--- src/tof_defines.svh ---
// Register offsets, field positions and reset values of the capture sequencer
`ifndef TOF_DEFINES_SVH
`define TOF_DEFINES_SVH

`define OFS_OPCTL    8'h00
`define OFS_SEQCNT   8'h04
`define OFS_PHCNT    8'h08
`define OFS_IPC      8'h0c
`define OFS_IPX      8'h10
`define OFS_SYM      8'h14
`define OFS_FMT      8'h18
`define OFS_PERIOD   8'h1c
`define OFS_FREQ     8'h20
`define OFS_EXP      8'h30
`define OFS_OFFS     8'h40
`define OFS_STATUS   8'h50
`define OFS_SLOT     8'h60
`define GRP4_MASK    8'hf0
`define GRP8_MASK    8'he0

`define BIT_VIDEO    0
`define BIT_SWTRIG   1
`define BIT_OFFS_EN  0
`define BIT_SYM_EN   14
`define BIT_HDR      0
`define BIT_VERNIER  7

// Frequencies in units of Hz / 10000
`define FREQ_21M2    16'h0848
`define FREQ_41M2    16'h1018
`define FREQ_60M24   16'h1788
`define FREQ_80M32   16'h1f60

`define RST_SEQCNT   3'h1
`define MAX_SEQCNT   3'h4
`define MIN_COMBINE  3'h2
`define PH_BLUR      3'h2
`define PH_FULL      3'h4
`define RST_EXP      16'h03e8
`define RST_SYM      16'h0100
`define RST_PERIOD   32'h000f4240
`define FMT_DIST_AMP 8'h00
`define FMT_USER     8'hff
`define CH_LIMIT     8'h08

`endif

--- src/tof_pkg.sv ---
// Types shared by the capture sequencer modules
package tof_pkg;
  typedef enum logic [7:0] {
    CH_DIST      = 8'h00,
    CH_AMP       = 8'h01,
    CH_X         = 8'h02,
    CH_Y         = 8'h03,
    CH_Z         = 8'h04,
    CH_RAW_DEPTH = 8'h05,
    CH_RAW_PHASE = 8'h06,
    CH_CONF      = 8'h07
  } chan_id_t;
  typedef enum logic [1:0] {FI_21M2, FI_41M2, FI_60M24, FI_80M32} freq_idx_t;
  typedef enum logic {S_IDLE, S_BUSY} seq_state_t;
  typedef logic [7:0] chan_mask_t;
endpackage : tof_pkg

--- src/chan_if.sv ---
// Channel selection bundle between register file and channel resolver
interface chan_if;
  logic               [7:0] fmt;
  logic               [7:0] slot [8];
  tof_pkg::chan_mask_t      mask;
  tof_pkg::chan_mask_t      signed_m;
  tof_pkg::chan_mask_t      byte_m;
  modport cfg (output fmt, output slot, input mask, input signed_m, input byte_m);
  modport res (input fmt, input slot, output mask, output signed_m, output byte_m);
endinterface : chan_if

--- src/freq_snap.sv ---
// Snaps a requested modulation frequency to the nearest achievable one
`include "tof_defines.svh"
module freq_snap (
  input  wire logic          [15:0] req,
  output logic               [15:0] freq,
  output tof_pkg::freq_idx_t        idx
);
  localparam logic [15:0] MID0 = 16'((32'(`FREQ_21M2) + 32'(`FREQ_41M2)) >> 1);
  localparam logic [15:0] MID1 = 16'((32'(`FREQ_41M2) + 32'(`FREQ_60M24)) >> 1);
  localparam logic [15:0] MID2 = 16'((32'(`FREQ_60M24) + 32'(`FREQ_80M32)) >> 1);

  always_comb begin
    if (req < MID0) begin
      freq = `FREQ_21M2;
      idx  = tof_pkg::FI_21M2;
    end else if (req < MID1) begin
      freq = `FREQ_41M2;
      idx  = tof_pkg::FI_41M2;
    end else if (req < MID2) begin
      freq = `FREQ_60M24;
      idx  = tof_pkg::FI_60M24;
    end else begin
      freq = `FREQ_80M32;
      idx  = tof_pkg::FI_80M32;
    end
  end
endmodule : freq_snap

--- src/chan_list.sv ---
// Resolves the output format selector and slots into a channel mask
`include "tof_defines.svh"
module chan_list #(
  parameter logic [7:0] SUPPORTED = 8'hff
) (
  chan_if.res cif
);
  localparam logic [7:0] M_DIST = 8'h01;
  localparam logic [7:0] M_AMP  = 8'h02;
  localparam logic [7:0] M_XYZ  = 8'h1c;
  localparam logic [7:0] M_Z    = 8'h10;
  localparam logic [7:0] M_RDEP = 8'h20;
  localparam logic [7:0] M_PH   = 8'h40;
  localparam logic [7:0] M_CONF = 8'h80;

  always_comb begin
    logic [7:0] sel;
    logic [7:0] m;
    sel = '0;
    m   = '0;
    // Set-bit union: duplicates collapse, slot order is irrelevant
    for (int i = 0; i < 8; i++) begin
      if (cif.slot[i] < `CH_LIMIT) begin
        sel[cif.slot[i][2:0]] = 1'b1;
      end
    end
    sel = sel & SUPPORTED;
    if (cif.fmt == `FMT_USER) begin
      m = (sel == 8'h00) ? M_DIST : sel;
    end else begin
      case (cif.fmt)
        8'h01:   m = M_DIST | M_AMP | M_CONF;
        8'h02:   m = M_XYZ;
        8'h03:   m = M_XYZ | M_AMP;
        8'h04:   m = M_PH;
        8'h05:   m = M_DIST | M_XYZ;
        8'h06:   m = M_Z | M_AMP;
        8'h07:   m = M_DIST;
        8'h08:   m = M_RDEP | M_AMP;
        8'h09:   m = M_AMP;
        default: m = M_DIST | M_AMP;
      endcase
    end
    cif.mask     = m;
    cif.signed_m = m & M_XYZ;
    cif.byte_m   = m & M_CONF;
  end
endmodule : chan_list

--- src/tof_capture_sequencer.sv ---
// Capture sequencing, channel selection and distance offset for a ToF camera
//
// Overview of operation
// - Modulation frequency resets to 41.2 MHz.
// - Written frequencies snap to achievable set.
// - Frequency unit Hz/10000; read returns selection.
// - One to four sequences, back to back.
// - Each sequence own exposure and frequency.
// - Each sequence one frame, header carries index.
// - Video mode by default, frames at period.
// - Manual mode: software or hardware trigger.
// - Each trigger captures current sequence count.
// - Up to eight channels, default distance+amplitude.
// - Channel word encodings and signedness per type.
// - Duplicate slot selections output only once.
// - Empty slot list gives distance channel.
// - Unproducible channels skipped, order irrelevant.
// - Slots apply only with user-defined format.
// - Bit 14 enables phase symmetry check.
// - Symmetry check only with four phases.
// - Phase count two enables low motion blur.
// - Per-frequency millimetre offsets correct distances.
// - Extended bit 7 merges sequence pairs.
// - Extended bit 0 merges all sequences weighted.
`include "tof_defines.svh"
module tof_capture_sequencer #(
  parameter logic [7:0] SUPPORTED_CH = 8'hff
) (
  input  wire logic        pclk,
  input  wire logic        presetn,
  input  wire logic        ce,
  input  wire logic        psel,
  input  wire logic        penable,
  input  wire logic        pwrite,
  input  wire logic [7:0]  paddr,
  input  wire logic [31:0] pwdata,
  output logic      [31:0] prdata,
  output logic             pready,
  output logic             pslverr,
  input  wire logic        hw_trigger,
  input  wire logic        capture_done,
  output logic             capture_start,
  output logic      [1:0]  capture_seq,
  output logic      [15:0] capture_freq,
  output logic      [15:0] capture_exposure,
  output logic             frame_valid,
  output logic      [1:0]  frame_seq_index,
  output logic      [7:0]  channel_mask,
  output logic      [7:0]  channel_signed,
  output logic      [7:0]  channel_byte,
  output logic             symmetry_check_en,
  output logic      [15:0] symmetry_limit,
  output logic             low_motion_blur,
  input  wire logic        dist_valid_in,
  input  wire logic [15:0] dist_in,
  output logic             dist_valid_out,
  output logic      [15:0] dist_out
);
  // ****************************************************************
  // Declarations
  // ****************************************************************
  logic                   pready_q;
  logic                   pslverr_q;
  logic [31:0]            prdata_q;
  logic                   video_q;
  logic                   swtrig_q;
  logic [2:0]             seqcnt_q;
  logic [2:0]             phcnt_q;
  logic [15:0]            ipc_q;
  logic [7:0]             ipx_q;
  logic [15:0]            sym_q;
  logic [7:0]             fmt_q;
  logic [31:0]            period_q;
  logic [15:0]            freq_q [4];
  tof_pkg::freq_idx_t     fidx_q [4];
  logic [15:0]            exp_q  [4];
  logic [15:0]            offs_q [4];
  logic [7:0]             slot_q [8];
  logic                   freq_touched_q;
  logic                   acc;
  logic                   wr_en;
  logic                   mapped;
  logic [31:0]            rdat;
  logic [15:0]            snap_f;
  tof_pkg::freq_idx_t     snap_i;
  tof_pkg::seq_state_t    state_q;
  logic [1:0]             seq_q;
  logic [1:0]             nlast_q;
  logic                   hdr_act_q;
  logic                   ver_act_q;
  logic [31:0]            vcnt_q;
  logic                   pend_q;
  logic                   hw_q;
  logic                   tick;
  logic                   trig;
  logic                   take;
  logic                   last;
  logic                   advance;
  logic                   emit;
  logic [1:0]             nidx;
  logic                   start_q;
  logic [1:0]             cseq_q;
  logic [15:0]            cfreq_q;
  logic [15:0]            cexp_q;
  logic                   fvalid_q;
  logic [1:0]             fidx_out_q;
  tof_pkg::chan_mask_t    mask_q;
  tof_pkg::chan_mask_t    signed_q;
  tof_pkg::chan_mask_t    byte_q;
  logic                   symen_q;
  logic                   blur_q;
  logic                   dvalid_q;
  logic [15:0]            dout_q;

  chan_if cif ();

  // ****************************************************************
  // APB slave, one wait state per access
  // ****************************************************************
  assign acc   = psel & penable & pready_q;
  assign wr_en = acc & pwrite;

  always_comb begin
    mapped = 1'b1;
    rdat   = '0;
    if ((paddr & `GRP8_MASK) == `OFS_SLOT) begin
      rdat = {24'h000000, slot_q[paddr[4:2]]};
    end else if ((paddr & `GRP4_MASK) == `OFS_FREQ) begin
      rdat = {16'h0000, freq_q[paddr[3:2]]};
    end else if ((paddr & `GRP4_MASK) == `OFS_EXP) begin
      rdat = {16'h0000, exp_q[paddr[3:2]]};
    end else if ((paddr & `GRP4_MASK) == `OFS_OFFS) begin
      rdat = {16'h0000, offs_q[paddr[3:2]]};
    end else begin
      case (paddr)
        `OFS_OPCTL:  rdat = {31'h00000000, video_q};
        `OFS_SEQCNT: rdat = {29'h00000000, seqcnt_q};
        `OFS_PHCNT:  rdat = {29'h00000000, phcnt_q};
        `OFS_IPC:    rdat = {16'h0000, ipc_q};
        `OFS_IPX:    rdat = {24'h000000, ipx_q};
        `OFS_SYM:    rdat = {16'h0000, sym_q};
        `OFS_FMT:    rdat = {24'h000000, fmt_q};
        `OFS_PERIOD: rdat = period_q;
        `OFS_STATUS: rdat = {16'h0000, mask_q, 3'h0, ver_act_q, hdr_act_q, seq_q,
                             state_q == tof_pkg::S_BUSY};
        default:     mapped = 1'b0;
      endcase
    end
    if (paddr[1:0] != 2'h0) begin
      mapped = 1'b0;
    end
  end

  always_ff @(posedge pclk or negedge presetn) begin
    if (!presetn) begin
      pready_q  <= 1'b0;
      pslverr_q <= 1'b0;
      prdata_q  <= '0;
    end else if (ce) begin
      pready_q <= psel & penable & ~pready_q;
      if (psel & penable & ~pready_q) begin
        prdata_q  <= pwrite ? 32'h00000000 : rdat;
        pslverr_q <= ~mapped;
      end
    end
  end

  // ****************************************************************
  // Configuration registers
  // ****************************************************************
  freq_snap u_snap (
    .req  (pwdata[15:0]),
    .freq (snap_f),
    .idx  (snap_i)
  );

  always_ff @(posedge pclk or negedge presetn) begin
    if (!presetn) begin
      video_q        <= 1'b1;
      seqcnt_q       <= `RST_SEQCNT;
      phcnt_q        <= `PH_FULL;
      ipc_q          <= '0;
      ipx_q          <= '0;
      sym_q          <= `RST_SYM;
      fmt_q          <= `FMT_DIST_AMP;
      period_q       <= `RST_PERIOD;
      freq_touched_q <= 1'b0;
      for (int i = 0; i < 4; i++) begin
        freq_q[i] <= `FREQ_41M2;
        fidx_q[i] <= tof_pkg::FI_41M2;
        exp_q[i]  <= `RST_EXP;
        offs_q[i] <= '0;
      end
      for (int i = 0; i < 8; i++) begin
        slot_q[i] <= '0;
      end
    end else if (ce && wr_en) begin
      if ((paddr & `GRP8_MASK) == `OFS_SLOT) begin
        slot_q[paddr[4:2]] <= pwdata[7:0];
      end else if ((paddr & `GRP4_MASK) == `OFS_FREQ) begin
        freq_q[paddr[3:2]] <= snap_f;
        fidx_q[paddr[3:2]] <= snap_i;
        freq_touched_q     <= freq_touched_q | (paddr[3:2] == 2'h0);
      end else if ((paddr & `GRP4_MASK) == `OFS_EXP) begin
        exp_q[paddr[3:2]] <= pwdata[15:0];
      end else if ((paddr & `GRP4_MASK) == `OFS_OFFS) begin
        offs_q[paddr[3:2]] <= pwdata[15:0];
      end else begin
        case (paddr)
          `OFS_OPCTL: video_q <= pwdata[`BIT_VIDEO];
          `OFS_SEQCNT: begin
            if (pwdata[31:0] == 32'h00000000) begin
              seqcnt_q <= `RST_SEQCNT;
            end else if (pwdata > 32'(`MAX_SEQCNT)) begin
              seqcnt_q <= `MAX_SEQCNT;
            end else begin
              seqcnt_q <= pwdata[2:0];
            end
          end
          `OFS_PHCNT: begin
            // Only the two legal phase counts are accepted
            if (pwdata == 32'(`PH_BLUR) || pwdata == 32'(`PH_FULL)) begin
              phcnt_q <= pwdata[2:0];
            end
          end
          `OFS_IPC:    ipc_q    <= pwdata[15:0];
          `OFS_IPX:    ipx_q    <= pwdata[7:0];
          `OFS_SYM:    sym_q    <= pwdata[15:0];
          `OFS_FMT:    fmt_q    <= pwdata[7:0];
          `OFS_PERIOD: period_q <= pwdata;
          default: ;
        endcase
      end
    end
  end

  // Software trigger is a write-one pulse and reads back as zero
  always_ff @(posedge pclk or negedge presetn) begin
    if (!presetn) begin
      swtrig_q <= 1'b0;
    end else if (ce) begin
      swtrig_q <= wr_en && paddr == `OFS_OPCTL && pwdata[`BIT_SWTRIG];
    end
  end

  // ****************************************************************
  // Trigger sources
  // ****************************************************************
  assign tick = video_q && vcnt_q == 32'h00000000;
  assign trig = ~video_q & (swtrig_q | (hw_trigger & ~hw_q));
  assign take = state_q == tof_pkg::S_IDLE && pend_q;

  always_ff @(posedge pclk or negedge presetn) begin
    if (!presetn) begin
      vcnt_q <= '0;
      hw_q   <= 1'b0;
      pend_q <= 1'b0;
    end else if (ce) begin
      hw_q <= hw_trigger;
      if (!video_q) begin
        vcnt_q <= '0;
      end else if (vcnt_q == 32'h00000000) begin
        vcnt_q <= period_q - 32'h00000001;
      end else begin
        vcnt_q <= vcnt_q - 32'h00000001;
      end
      // One request is held while a burst runs; a new event beats the take
      pend_q <= (pend_q & ~take) | tick | trig;
    end
  end

  // ****************************************************************
  // Sequence burst
  // ****************************************************************
  assign last    = seq_q == nlast_q;
  assign advance = state_q == tof_pkg::S_BUSY && capture_done && !last;
  assign nidx    = take ? 2'h0 : 2'(seq_q + 2'h1);
  assign emit    = hdr_act_q ? last : (ver_act_q ? seq_q[0] : 1'b1);

  always_ff @(posedge pclk or negedge presetn) begin
    if (!presetn) begin
      state_q   <= tof_pkg::S_IDLE;
      seq_q     <= '0;
      nlast_q   <= '0;
      hdr_act_q <= 1'b0;
      ver_act_q <= 1'b0;
    end else if (ce) begin
      unique case (state_q)
        tof_pkg::S_IDLE: begin
          if (take) begin
            state_q   <= tof_pkg::S_BUSY;
            seq_q     <= 2'h0;
            nlast_q   <= 2'(seqcnt_q - 3'h1);
            hdr_act_q <= ipx_q[`BIT_HDR] && seqcnt_q >= `MIN_COMBINE;
            ver_act_q <= ipx_q[`BIT_VERNIER] &&
                         (seqcnt_q == `MIN_COMBINE || seqcnt_q == `MAX_SEQCNT);
          end
        end
        tof_pkg::S_BUSY: begin
          if (capture_done) begin
            if (last) begin
              state_q <= tof_pkg::S_IDLE;
            end else begin
              seq_q <= nidx;
            end
          end
        end
      endcase
    end
  end

  // Next capture is issued the cycle after the previous one ends
  always_ff @(posedge pclk or negedge presetn) begin
    if (!presetn) begin
      start_q <= 1'b0;
      cseq_q  <= '0;
      cfreq_q <= `FREQ_41M2;
      cexp_q  <= `RST_EXP;
    end else if (ce) begin
      start_q <= take | advance;
      if (take | advance) begin
        cseq_q  <= nidx;
        cfreq_q <= freq_q[nidx];
        cexp_q  <= exp_q[nidx];
      end
    end
  end

  // Merged frames report the first sequence of the merged group
  always_ff @(posedge pclk or negedge presetn) begin
    if (!presetn) begin
      fvalid_q   <= 1'b0;
      fidx_out_q <= '0;
    end else if (ce) begin
      fvalid_q <= state_q == tof_pkg::S_BUSY && capture_done && emit;
      if (state_q == tof_pkg::S_BUSY && capture_done) begin
        fidx_out_q <= hdr_act_q ? 2'h0 : (ver_act_q ? {seq_q[1], 1'b0} : seq_q);
      end
    end
  end

  // ****************************************************************
  // Channel selection and processing controls
  // ****************************************************************
  assign cif.fmt = fmt_q;
  always_comb begin
    for (int i = 0; i < 8; i++) begin
      cif.slot[i] = slot_q[i];
    end
  end

  chan_list #(
    .SUPPORTED (SUPPORTED_CH)
  ) u_chan (
    .cif (cif.res)
  );

  always_ff @(posedge pclk or negedge presetn) begin
    if (!presetn) begin
      mask_q   <= '0;
      signed_q <= '0;
      byte_q   <= '0;
      symen_q  <= 1'b0;
      blur_q   <= 1'b0;
    end else if (ce) begin
      mask_q   <= cif.mask;
      signed_q <= cif.signed_m;
      byte_q   <= cif.byte_m;
      symen_q  <= ipc_q[`BIT_SYM_EN] && phcnt_q == `PH_FULL;
      blur_q   <= phcnt_q == `PH_BLUR;
    end
  end

  // Offset follows the frequency of the sequence last captured
  always_ff @(posedge pclk or negedge presetn) begin
    if (!presetn) begin
      dvalid_q <= 1'b0;
      dout_q   <= '0;
    end else if (ce) begin
      dvalid_q <= dist_valid_in;
      if (dist_valid_in) begin
        dout_q <= ipc_q[`BIT_OFFS_EN] ? 16'(dist_in + offs_q[fidx_q[seq_q]]) : dist_in;
      end
    end
  end

  assign prdata            = prdata_q;
  assign pready            = pready_q;
  assign pslverr           = pslverr_q;
  assign capture_start     = start_q;
  assign capture_seq       = cseq_q;
  assign capture_freq      = cfreq_q;
  assign capture_exposure  = cexp_q;
  assign frame_valid       = fvalid_q;
  assign frame_seq_index   = fidx_out_q;
  assign channel_mask      = mask_q;
  assign channel_signed    = signed_q;
  assign channel_byte      = byte_q;
  assign symmetry_check_en = symen_q;
  assign symmetry_limit    = sym_q;
  assign low_motion_blur   = blur_q;
  assign dist_valid_out    = dvalid_q;
  assign dist_out          = dout_q;
endmodule : tof_capture_sequencer

--- config.mk ---
export PLATFORM = sky130hd
export DESIGN_NAME = tof_capture_sequencer
export DESIGN_NICKNAME = d
export VERILOG_FILES = /design/src/tof_pkg.sv /design/src/chan_if.sv /design/src/freq_snap.sv /design/src/chan_list.sv /design/src/tof_capture_sequencer.sv
export VERILOG_INCLUDE_DIRS = /design/src
export SDC_FILE = /design/constraint.sdc
export NUM_CORES = 1
export LEC_CHECK = 0
export BUFFER_PORTS_ARGS = -buffer_cell sky130_fd_sc_hd__clkbuf_2
export CAP_MARGIN = 20
export CORE_MARGIN = 8
export CORE_UTILIZATION = 50
export DETAILED_ROUTE_END_ITERATION = 10
export GPL_ROUTABILITY_DRIVEN = 0
export PLACE_DENSITY_LB_ADDON = 0.1
export SLEW_MARGIN = 15
export SYNTH_ARGS = -nofsm -noshare
export SYNTH_HDL_FRONTEND = slang
export SYNTH_HIERARCHICAL = 1
export SYNTH_SLANG_ARGS = --single-unit
--- constraint.sdc ---
create_clock -name pclk -period 5.7 [get_ports pclk]
set_clock_uncertainty 0.05 [all_clocks]
set_input_delay 1.71 -clock pclk [delete_from_list [all_inputs] [get_ports pclk]]
set_output_delay 1.71 -clock pclk [all_outputs]
set_load 0.03 [all_outputs]
Word-level counts from Yosys, hierarchy flattened

Memories as Yosys holds them, arrays and structs flattened.
Index checks and enable logic that the tools add are counted.

Bitwise logic cells: 33
Equal/unequal tests: 23
Reduce and logical (&&, ||, !) cells: 49
Add/sub/neg operators: 5
$lt $le $gt $ge: 36
Muxes and demuxes: 98

Operator list:

| operator              | number |
|---|---|
| $pmux 32 s9           | 1 |
| $bwmux 64             | 4 |
| $mux 16               | 16 |
| $mux 32               | 7 |
| $bmux 16 s2           | 6 |
| $mux 8                | 14 |
| $logic_not 32->1      | 2 |
| $lt 8x4->1 const B    | 8 |
| $sub 32x1->32 const B | 2 |
| $or 8x8->8            | 7 |
| $reduce_and 6->1      | 7 |
| $demux 16 s2          | 1 |
| $eq 32x2->1 const B   | 1 |
| $eq 32x3->1 const B   | 1 |
| $eq 8x5->1 const B    | 4 |
| $gt 32x3->1 const B   | 1 |
| $lt 16x13->1 const B  | 2 |
| $lt 3x4->1 const B    | 8 |
| $bmux 8 s3            | 1 |
| $demux 1 s3           | 8 |
| $demux 8 s3           | 1 |
| $ge 3x1->1 const B    | 8 |
| $logic_and 1x1->1     | 21 |
| $mux 1                | 21 |
| 43 further kinds      | 92 |

Output and inout port bits: 131
Memories: 1
Flip-flop bits (word level): 496
Bits in read-only memories: 128

Memories:

| name            | words | bits a word | rd ports | clocked after memory_dff | wr ports | line            | RTL |
|---|---|---|---|---|---|---|---|
| (no name shown) | 16    | 8           | 1        | 0                        | 0        | chan_list.sv:31 | `case (cif.fmt)` |

Depth between registers and ports, before layout

Depth after elaboration: 22
Gate-level depth with buffers: 17
Mapped depth without buffers: 13

Cells and area by module

The synthesis kept the hierarchy.

Modules (own cells, without submodules):

| module                | cells an instance | area an instance (µm²) | times used |
|---|---|---|---|
| tof_capture_sequencer | 2,170             | 25,294.3               | 1 |
| chan_list             | 161               | 1,077.3                | 1 |
| freq_snap             | 32                | 207.7                  | 1 |

Worst setup path after synthesis

No wires, ideal clock.

Kind: register -> register
Start: register vcnt_q[11]
End: register vcnt_q[28]
Clock period less this slack: 4,421 ps
Setup time: 126 ps
Cell stages (with the launch flop): 17
Arrival: 4,245 ps
Required time: 5,524 ps
Path buffers: 3
Path slack: 1,279 ps
Path through: dfrtp_1 > or4_1 > or4_4 > nor4_4 > clkbuf_1 > clkbuf_1 > clkbuf_1 > a21oi_1 > ha_1 > nor4b_1 > nand2_1 > nor4_1 > mux2_4 > nand4_4 > or4_4 > mux2i_1 > a221o_1

Word-level cells in the longest chain between the ends: 3
Elaborated cells on any way between the ends: 4

RTL lines:

| element                                           | line                                                       | RTL |
|---|---|---|
| start, declared                                   | tof_capture_sequencer.sv:91                                | `logic [31:0] vcnt_q;` |
| start signal, assigned                            | tof_capture_sequencer.sv:263                               | `vcnt_q <= period_q - 32'h00000001;` |
| start signal, assigned                            | tof_capture_sequencer.sv:265                               | `vcnt_q <= vcnt_q - 32'h00000001;` |
| $sub 32x1->32 or $logic_not 32->1 (tied branches) | tof_capture_sequencer.sv:265, tof_capture_sequencer.sv:262 |  |
| $mux 32 *                                         | tof_capture_sequencer.sv:262                               | `end else if (vcnt_q == 32'h00000000) begin` |
| $mux 32 *                                         | tof_capture_sequencer.sv:260                               | `if (!video_q) begin` |

Mark *: on every way between the ends. The rest lies on a longest branch, timed or not.
A chain may end at the register's enable or synchronous reset.

Final worst setup path

Start: register seq_q[0]
End: register dout_q[12], in the netlist dist_out[12]

Word-level cells in the longest chain between the ends: 10

RTL lines:

| element                                    | line                         | RTL |
|---|---|---|
| start, declared                            | tof_capture_sequencer.sv:87  | `logic [1:0] seq_q;` |
| start signal, assigned                     | tof_capture_sequencer.sv:304 | `seq_q <= nidx;` |
| $not 2->3 (implied by the code)            | tof_capture_sequencer.sv:382 | `` dout_q <= ipc_q[`BIT_OFFS_EN] ? 16'(dist_in + offs_q[fidx_q[seq_q]]) : dist_in; `` |
| $bmux 2 s2                                 | tof_capture_sequencer.sv:382 |  |
| $mux 2 (implied by the code) (2 in a row)  | tof_capture_sequencer.sv:382 |  |
| $not 2->3 (implied by the code)            | tof_capture_sequencer.sv:382 |  |
| $bmux 16 s2                                | tof_capture_sequencer.sv:382 |  |
| $mux 16 (implied by the code) (2 in a row) | tof_capture_sequencer.sv:382 |  |
| $add 16x16->16                             | tof_capture_sequencer.sv:382 |  |
| $mux 16                                    | tof_capture_sequencer.sv:382 |  |
| end signal, assigned                       | tof_capture_sequencer.sv:382 |  |
| end, declared                              | tof_capture_sequencer.sv:113 | `logic [15:0] dout_q;` |

Every way passes these cells. The select of a mux whose other input is x is not followed.

==> run metrics <==
status finished clean; synthesized cell area 26600 um^2; drt drc 0; Fin Setup TNS 0 ns; CP cell instances mux4_2, mux4_2, ha_1, fa_1, a21o_1, a21o_1, a21oi_1, o21ai_0, a211oi_1, xnor2_1, mux2i_1, o21ai_0; Startpoint Class flip-flop; RSZ-0062 raised after global routing no; Yosys top cell by area dfrtp_1; Worst-Skew Late Latency 0.63 ns; final hold vios 0; Hold Path Origin capture_freq[14]; synth unique cells 79; post-route cell area 30300 um^2; CTS max path bufs 3; antenna viol nets, final 0; total of max-cap violations 0; H-tree lvl count 2; Layout fillers roughly 4400; ys async rst share 100%; r2r endpoint dist_out[12]; TritonCTS Buffers 56; slowest cell on the critical path mux4_2; P&R area growth vs syn 14.0%; Slew @ Worst Pin between 1 and 1.5 ns; TritonCTS clock tree done; Post-synth EDFFs 0; area share of the largest cell type after synthesis 42.2%; Slew Limit Fails 0; Initial DRC Count about 2000; Synthesis Warnings 6; # hold bufs at CTS 0; final setup fails 0; wire length of the first global-routing pass 129 mm; Placed Area around 28000 um^2; fmax 0.226 GHz; # clock sinks 508; Clock transition at path regs 0.06 ns; Worst IR Drop VDD 231 uV; die height roughly 250 um; type of element capturing the critical path flip-flop; core area around 53000 um^2; Hold Path Cell Cnt 2; CP arrival 4.91 ns; Min-Delay Path Class reg -> reg; Yosys reg bits just over 500; CP Max Fanout 16; min Tclk post-route 4.43 ns; Crit Path Class reg -> reg; die area 60800 um^2; drt via density 6.30; Core Rows 84; syn avg cell area 11.2 um^2; hold path endpoint capture_freq[14]; number of global-route vias before repair 20600; GR Util All Layers 27.3%; sequential cell area fraction in the yosys report 48.1%; Initial Util 50.6%; Critical Path Max Stage Delay 0.88 ns; R2R setup slack 1.27 ns; top cells by count, synth 448 x dfrtp_1, 368 x mux2_2, 326 x nand2_1; io pins 196; fin crit share 77.7%; Nets about 2600; total wire length 83.2 mm; share of cells above drive strength 1 34.5%; clk root buf clkbuf_16; Resize count post-CTS 0; Power Dens Cells 317 nW/um^2; CP Data Required Time a little over 6 ns; largest net degree at the start of global routing 104; largest cells by area after synthesis dfrtp_1 42%, mux2_2 16%, mux4_2 6.9%, dfstp_2 5.9%, nand2_1 4.6%; Mapped Cells 2363; commonest register cell after synthesis dfrtp_1; GRT Residual Overflow 0; die width 247 um; DR pass1 iterations 6; max_slew headroom 20.5%; # port buffers 195; Static Leak 14.2 nW; DP Wirelength ~58 mm; R2R depth 12; via count 20500; initial antenna violation count 1; most frequent cell after synthesis dfrtp_1; wire per inst 25.5 um; Reg-to-Reg Start seq_q[0]; post-CTS setup buffer count 0
## critical path, delay by kind of cell, from the launching register on
family,cells,cell delay [ns]
mux,3,1.51
fa+ha+maj,2,0.65
compound gates,6,1.25
xor+xnor,1,0.15
flops,1,0.71
## cell families (layout without fill, tap and decap cells)
logic type               after synthesis  in the layout  share of synthesized area (%)
multiplexers                         488            488                           24.0
AND/OR/NAND/NOR                      707            707                           12.7
other                                  2             19                         0.0283
AO/OA/AOI/OAI                        422            422                           10.4
adder cells (fa/ha/maj)               24             24                           1.16
XOR/XNOR                              18             18                          0.593
flip-flops                           508            508                           48.1
buffers and inverters                194            383                           3.11
## sequential cells by signal, indices dropped and copies added, names as in the netlist, 32 cells and up
register and flops:
cif.slot 64, exp_q 64, freq_q 64, offs_q 64, period_q 32, prdata 32
vcnt_q 32
## routing by layer
layer | GRT usage, % | up-vias | routed length (um)
met5 | 0 | - | 0
met4 | 10.3 | 0 | 3090
met3 | 5.52 | 184 | 5900
met2 | 43.0 | 778 | 39100
met1 | 37.1 | 10500 | 35100
li1 | - | 9038 | -
## report_power, final
part	internal [mW]	leakage [nW]	switching [mW]
combinational	0.464	6.43	1.27
sequential	3.79	6.76	0.140
clock	2.38	0.996	1.55
## final cells by class
| class | count | area [um^2] | area share [%] |
|---|---|---|---|
| multi-input cells | 1677 | 13100 | 43.2 |
| well taps | 688 | 861 | 2.84 |
| flip-flops and latches | 508 | 12800 | 42.2 |
| diodes | 1 | 2.50 | 0.00826 |
| repair buffers | 251 | 1450 | 4.78 |
| clock inverters | 24 | 318 | 1.05 |
| inverters | 26 | 97.6 | 0.322 |
| clock buffers | 82 | 1700 | 5.61 |
## worst max path at each step
stage / startpoint / cells after the start / endpoint
floorplan: vcnt_q[11] / 16 / vcnt_q[28]
global placement: seq_q[0] / 12 / dist_out[12]
detailed placement: seq_q[0] / 12 / dist_out[12]
CTS: seq_q[0] / 12 / dist_out[12]
global route: seq_q[0] / 12 / dist_out[12]
finish: seq_q[0] / 12 / dist_out[12]
## metrics by stage
stage / cells / power, mW / utilization (%) / hold slack (ns) / worst slack (ns)
global route: 3257 / 10.0 / 57.6 / 0.444 / 1.03
floorplan: 2379 / 5.06 / - / 0.400 / 1.28
detailed placement: 3150 / 5.74 / 53.8 / 0.422 / 1.32
CTS: 3256 / 9.67 / 57.6 / 0.433 / 1.29
finish: 3257 / 9.59 / 57.6 / 0.429 / 1.27
global placement: 3150 / 5.71 / 53.8 / 0.413 / 1.29
## cells in the final DEF (no fill, tap or decap), types with 9 or more instances in the layout
cell type	n
and3_1	13
xnor2_1	15
nand3_1	72
nor3_1	29
clkbuf_16	57
nand2b_1	11
clkbuf_8	18
mux2_2	368
dfstp_2	60
a22oi_1	27
a221oi_1	9
o21ai_0	157
a21o_1	14
a222oi_1	10
mux2i_1	37
a21oi_1	66
clkinv_2	10
nor2_1	96
nor4_1	27
clkbuf_2	192
ha_1	23
nand2_1	326
and2_1	13
buf_4	55
or3_1	12
mux4_2	82
a31oi_1	19
inv_1	25
nor4b_1	16
nor2b_1	13
conb_1	18
nand4_1	33
dfrtp_1	448
a22o_1	36
or4_1	9
Note: power is estimated with default switching activity, not from simulation.
